==> config.mk <==
export PLATFORM = sky130hd
export DESIGN_NAME = fmt_shaper
export DESIGN_NICKNAME = d
export VERILOG_FILES = /design/src/core/tcio_pkg.sv /design/src/core/fmt_shaper.sv
export SDC_FILE = /design/constraint.sdc
export NUM_CORES = 1
export LEC_CHECK = 0
export ABC_AREA = 1
export BUFFER_PORTS_ARGS = -buffer_cell sky130_fd_sc_hd__buf_2
export CAP_MARGIN = 20
export CELL_PAD_IN_SITES_DETAIL_PLACEMENT = 0
export CELL_PAD_IN_SITES_GLOBAL_PLACEMENT = 2
export CORE_UTILIZATION = 25
export DETAILED_ROUTE_END_ITERATION = 7
export MAX_ROUTING_LAYER = met4
export PLACE_DENSITY = 0.86
export SYNTH_ARGS = -nofsm -noshare
export SYNTH_HDL_FRONTEND = slang
export SYNTH_SLANG_ARGS = --single-unit
==> constraint.sdc <==
create_clock -name clk_sys -period 2.83 [get_ports clk_sys]
set_input_delay 0.4245 -clock clk_sys [delete_from_list [all_inputs] [get_ports clk_sys]]
set_output_delay 0.4245 -clock clk_sys [all_outputs]
set_load 0.02 [all_outputs]
==> src/core/tcio_pkg.sv <==
package tcio_pkg;

  // output waveform formats, encoded in the control register
  typedef enum logic [2:0] {
    FMT_NO_RETURN,
    FMT_RETURN_ZERO,
    FMT_RETURN_ONE,
    FMT_RETURN_HIZ,
    FMT_MID_BIT_INVERTING,
    FMT_SURROUND_COMPLEMENT
  } fmt_t;

  // position inside one vector period
  typedef enum logic [1:0] {
    SEG_LEAD,
    SEG_MID,
    SEG_TAIL
  } seg_t;

  // resistive load selections
  typedef enum logic [1:0] {
    RLOAD_OPEN,
    RLOAD_250,
    RLOAD_290,
    RLOAD_1K
  } rload_t;

endpackage

==> src/core/fmt_shaper.sv <==
`timescale 1ns/1ns
module fmt_shaper (
  input  wire logic         clk_sys,
  input  wire logic         arst_n,
  input  wire logic         clk_en,
  input  wire tcio_pkg::fmt_t fmt,
  input  wire logic         vec_tick,
  input  wire logic         phase_assert,
  input  wire logic         phase_return,
  input  wire logic         data,
  output logic              level,
  output logic              drive
);
  import tcio_pkg::*;

  seg_t seg_r;
  seg_t seg_nxt;
  logic data_r;
  logic data_nxt;
  logic level_nxt;
  logic drive_nxt;

  // ****************************************************************
  // segment tracking
  // ****************************************************************
  // a new vector restarts the period, return wins over assert
  always_comb begin
    seg_nxt  = seg_r;
    data_nxt = data_r;
    if (vec_tick) begin
      seg_nxt  = SEG_LEAD;
      data_nxt = data;
    end else if (phase_return) begin
      seg_nxt = SEG_TAIL;
    end else if (phase_assert) begin
      seg_nxt = SEG_MID;
    end
  end

  // waveform per format
  always_comb begin
    level_nxt = data_nxt;
    drive_nxt = 1'b1;
    case (fmt)
      FMT_NO_RETURN: begin
        level_nxt = data_nxt;
      end
      FMT_RETURN_ZERO: begin
        if (seg_nxt == SEG_TAIL) level_nxt = 1'b0;
      end
      FMT_RETURN_ONE: begin
        if (seg_nxt == SEG_TAIL) level_nxt = 1'b1;
      end
      FMT_RETURN_HIZ: begin
        if (seg_nxt == SEG_TAIL) drive_nxt = 1'b0;
      end
      FMT_MID_BIT_INVERTING: begin
        if (seg_nxt == SEG_TAIL) level_nxt = ~data_nxt;
      end
      FMT_SURROUND_COMPLEMENT: begin
        drive_nxt = (seg_nxt == SEG_MID);
      end
      default: begin
        level_nxt = data_nxt;
      end
    endcase
  end

  // state and registered pin levels
  always_ff @(posedge clk_sys or negedge arst_n) begin
    if (!arst_n) begin
      seg_r  <= SEG_LEAD;
      data_r <= 1'b0;
      level  <= 1'b0;
      drive  <= 1'b0;
    end else if (clk_en) begin
      seg_r  <= seg_nxt;
      data_r <= data_nxt;
      level  <= level_nxt;
      drive  <= drive_nxt;
    end
  end

  // ****************************************************************
  // checks
  // ****************************************************************
  a_rz_return_low: assert property (@(posedge clk_sys) disable iff (!arst_n || !clk_en)
    (fmt == FMT_RETURN_ZERO && phase_return && !vec_tick) |=> (level == 1'b0))
    else $error("return to zero did not go low at return edge");

  a_surround_lead: assert property (@(posedge clk_sys) disable iff (!arst_n || !clk_en)
    (fmt == FMT_SURROUND_COMPLEMENT && vec_tick) |=> !drive)
    else $error("surround format drives before assert edge");

endmodule

* Word-level counts from Yosys, hierarchy flattened
Cells that the tools add are included.
Word-level totals: register bits after elaboration 5, input bits 10, word-level logic and storage cells 22
Cells by class: equal/unequal tests 7, mux-type cells 10, bitwise logic cells 1
Operator list (number):
- 3-bit by 2-bit == test with 1-bit output (second input constant) | 2
- 3-bit == test (second input constant) | 2
- 2-bit two-way mux | 3
- 1-bit two-way mux | 5
- 3-bit by 1-bit == test with 1-bit output (second input constant) | 1
- 1-bit case mux with 3 select lines | 1
- 2-bit by 1-bit == test with 1-bit output (second input constant) | 1
- 2-bit == test (second input constant) | 1
- 1-bit case mux with 2 select lines | 1
- 1-bit NOT | 1

* Depth between registers and ports, before layout
word-level depth 6, gate-level depth with buffers 11

* Least setup slack after synthesis
Ideal clock, no wire load.
path kind in2reg, from in phase_assert, to reg level, setup time 113 ps, arrival time 1351 ps, data required time 2717 ps, setup slack 1366 ps, stages on the path 11, path buffers 0, cell sequence inv_1 -> nand2_1 -> a21oi_1 -> nand2_1 -> ha_1 -> nand3_1 -> nand2_1 -> inv_1 -> nand3_1 -> nand2_1 -> inv_1
On the way: longest elaborated chain between the ends 6, elaborated cells between the ends (all ways) 8
Ends and longest elaborated chain:
- from (decl) | line fmt_shaper.sv:8 | input wire logic phase_assert,
- 2-bit two-way mux * | line fmt_shaper.sv:35 | end else if (phase_assert) begin
- 2-bit two-way mux * | line fmt_shaper.sv:33 | end else if (phase_return) begin
- 2-bit two-way mux * | line fmt_shaper.sv:30 | if (vec_tick) begin
- 2-bit == test * | line fmt_shaper.sv:49, fmt_shaper.sv:52, fmt_shaper.sv:58
- 1-bit two-way mux, on equally long branches | line fmt_shaper.sv:58, fmt_shaper.sv:49, fmt_shaper.sv:52
- 1-bit case mux with 3 select lines * | line fmt_shaper.sv:44 | case (fmt)
- to (signal assigned) | line fmt_shaper.sv:79 | level <= level_nxt;
- to (decl) | line fmt_shaper.sv:11 | output logic level,
Mark *: on every way between the ends. The rest lies on a longest branch, timed or not. A chain may end at the register's enable or synchronous reset.

* Worst setup path in the final report
from reg seg_r[1], to reg level
On the way: longest elaborated chain between the ends 6, elaborated cells between the ends (all ways) 8
Ends and longest elaborated chain:
- from (decl) | line fmt_shaper.sv:16 | seg_t seg_r;
- from (signal assigned) | line fmt_shaper.sv:77 | seg_r <= seg_nxt;
- 2-bit two-way mux * | line fmt_shaper.sv:35
- 2-bit two-way mux * | line fmt_shaper.sv:33
- 2-bit two-way mux * | line fmt_shaper.sv:30
- 2-bit == test * | line fmt_shaper.sv:49, fmt_shaper.sv:52, fmt_shaper.sv:58
- 1-bit two-way mux, on equally long branches | line fmt_shaper.sv:58, fmt_shaper.sv:49, fmt_shaper.sv:52
- 1-bit case mux with 3 select lines * | line fmt_shaper.sv:44
Marked as above.

==> flow_summary_export.csv <==
group,metric,value,unit
critical_path,worstPathArrival,1.63,ns
power_and_ir_drop,p_leak,0.2620,nW
sta,setup-tns-final,0,ns
finish,antenna_cells,0,
logic_synthesis,synth_nets,68,
routing,wire_per_inst,9.046,um
logic_synthesis,synth.avg_cell_area,6.636,um^2
sta,setup_viol,0,
finish,nNetsFinal,85,
global_routing,grt_use_total,11.54,%
logic_synthesis,yosysWarnings,0,
logic_synthesis,synth_cells,56,
finish,layout_common_cells,"nand2_1, buf_2, inv_1",
sta,hold_slack,0.4460,ns
critical_path,crit_type,"reg2reg",
finish,syn2layout_area_growth,29.63,%
sta,timing.final.ws_setup,1.334,ns
power_and_ir_drop,p_clk_share,38.1,%
clock_network,clk_latency,0.24,ns
routing,via_per_inst,4.575,
die,fp.dieH,40.56,um
routing,drc,0,
logic_synthesis,yosysSeqAreaShare,33.67,%
sta,fin_crit_sh,52.86,%
die,initial_core_util,27.86,%
outcome,status,"complete, no violations",
global_routing,antenna_found_initial,0,
clock_network,cts_tree,"done",
critical_path,startpoint_type,"flop",
job,drv_cap,0,
placement,dpl_worst_slack,1.095,ns
power_and_ir_drop,peakVddDrop,0.1897,mV
critical_path,crit_required,2.97,ns
logic_synthesis,synth_area,371.6,um^2
power_and_ir_drop,p_int,0.1528,mW
routing,initialDrtViolationCount,10,
sta,tightest_slew,0.2470,ns
clock_network,cts_buffer_depth,2,
min_path,hold_class,"in2reg",
critical_path,worst_setup_path_end_kind,"flop",
routing,dr.pass1.iters,4,
finish,final_common_cell,"nand2_1",
global_routing,grt_pass1_wl,1200,um
routing,drt-total-wl,787,um
routing,vias,398,
clock_network,clock_sinks,5,
die,core_area,1334,um^2
sta,fmax,668.5,MHz
power_and_ir_drop,p_switching,0.06468,mW
sta,slew_viol_final,0,
logic_synthesis,synth.distinct_cells,16,
placement,finalWeightedCongestion,0.7488,
placement,dpl.hpwl,622.9,um
global_routing,grt_max_degree,7,
min_path,hold_depth,2,
clock_network,cts_max_level,1,
finish,final_area,481.7,um^2
die,rows,13,
logic_synthesis,synth_seq_cells,5,
sta,rsz0062_at_grt,"false",
routing,postRouteAntennaNets,0,
placement,dpl-instance-area,445.4,um^2
power_and_ir_drop,pwr-share-comb,24.1,%
sta,hold_violations,0,
sta,post-route-min-period,1.496,ns
die,die_x,40.56,um
finish,final_layout_size_suffix_gt1_share,27.78,%
clock_network,cts_root_buffer,"clkbuf_4",
power_and_ir_drop,power.density,451.4,nW/um^2
clock_network,cts_setup_buffers,0,
die,num_io_pins,12,
clock_network,path_clk_slew,0.04,ns
global_routing,grt_overflow_total,0,
sta,maxSlewHeadroom,83.54,%
die,die_area,1645,um^2
clock_network,cts_buffers,3,
global_routing,grt_pass1_vias,307,
placement,io_buffers,11,
critical_path,r2r_cells,10,
power_and_ir_drop,power_frac_seq,37.8,%
critical_path,cp_max_fo,3,
sta,fin_skew,0.0005347,ns
power_and_ir_drop,switching_share,29.75,%
==> timing repair <==
action                    in CTS  in global routing
hold endpoints to repair       5                  0
hold buffers                   1                  0
gates resized for setup        0                  0
==> final timing paths <==
kind | from | endpoint | slack [ns]
hold reg to reg | seg_r[0] | seg_r[0] | 0.48
hold / removal | vec_tick | seg_r[0] | 0.45
setup reg to reg | seg_r[1] | level | 1.33
max in group asynchronous | arst_n | data_r | 2.18
setup / recovery | seg_r[1] | level | 1.33
min in group asynchronous | arst_n | seg_r[0] | 0.52
==> per-layer routing <==
layer,track usage [%],share of wire (%),up-vias
met5,-,0,-
met4,5.000,0,0
met3,1.667,4.7,0
met2,16.67,47,10
met1,15.69,49,178
li1,-,-,210
==> logic make-up (layout without fill, tap and decap cells) <==
group           count (synthesis)  count (layout)  share of synthesized area (%)
simple gates                   33              33                          40.07
buf+inv                        11              27                          11.11
compound gates                  5               5                          8.418
flops                           5               5                          33.67
fa+ha+maj                       2               2                          6.733
==> power by group through the flow <==
| stage | registers (mW) | logic (mW) | clock network [mW] |
|---|---|---|---|
| 2_1_floorplan | 0.0870 | 0.0274 | 0 |
| 3_3_place_gp | 0.0833 | 0.0521 | 0 |
| 3_5_place_dp | 0.0829 | 0.0523 | 0 |
| 4_1_cts | 0.0823 | 0.0533 | 0.0862 |
| 5_1_grt | 0.0829 | 0.0603 | 0.0906 |
| 6_report | 0.0822 | 0.0524 | 0.0828 |
==> state kept, by name (all words and copies together) (netlist names) <==
signal	flops
data_r	1
seg_r	2
drive	1
level	1
==> critical path, cell delays in order, from the launching register on <==
cell and delay (ns):
dfrtp_1 0.34, nand2_1 0.07, a21oi_1 0.23, nand2_1 0.14
ha_1 0.29, nand3_1 0.08, nand2_1 0.05, inv_1 0.04
nand3_1 0.06, nand2_1 0.06, inv_1 0.03
==> stage by stage <==
| step | std cells | util (%) | power [mW] |
|---|---|---|---|
| after floorplan | 56 | - | 0.1144 |
| final | 87 | 36.12 | 0.2174 |
| after detailed placement | 82 | 33.40 | 0.1352 |
| after global placement | 82 | 33.40 | 0.1353 |
| after global routing | 87 | 36.12 | 0.2339 |
| after CTS | 87 | 36.12 | 0.2218 |
==> cells in the mapped netlist <==
library cell | count | share of area [%]
nand3_1 | 7 | 9.4
nand2_1 | 16 | 16
o21ai_0 | 2 | 2.7
dfrtp_1 | 5 | 34
nand3b_1 | 1 | 2.0
nor3_1 | 1 | 1.3
inv_2 | 3 | 3.0
nor3_2 | 1 | 2.7
o21ai_2 | 1 | 2.4
inv_1 | 8 | 8.1
nor2_1 | 5 | 5.1
a21oi_1 | 1 | 1.3
o31ai_1 | 1 | 2.0
ha_1 | 2 | 6.7
nand4_1 | 1 | 1.7
or2_2 | 1 | 1.7
==> area by class of cell <==
type,instances,area [um^2]
clock buffers,4,26.28
fillers,149,852.1
inverters,11,41.29
multi-input cells,40,205.2
flip-flops and latches,5,125.1
well taps,15,18.77
repair buffers,12,65.06
Power figures use the tool's default switching activity.
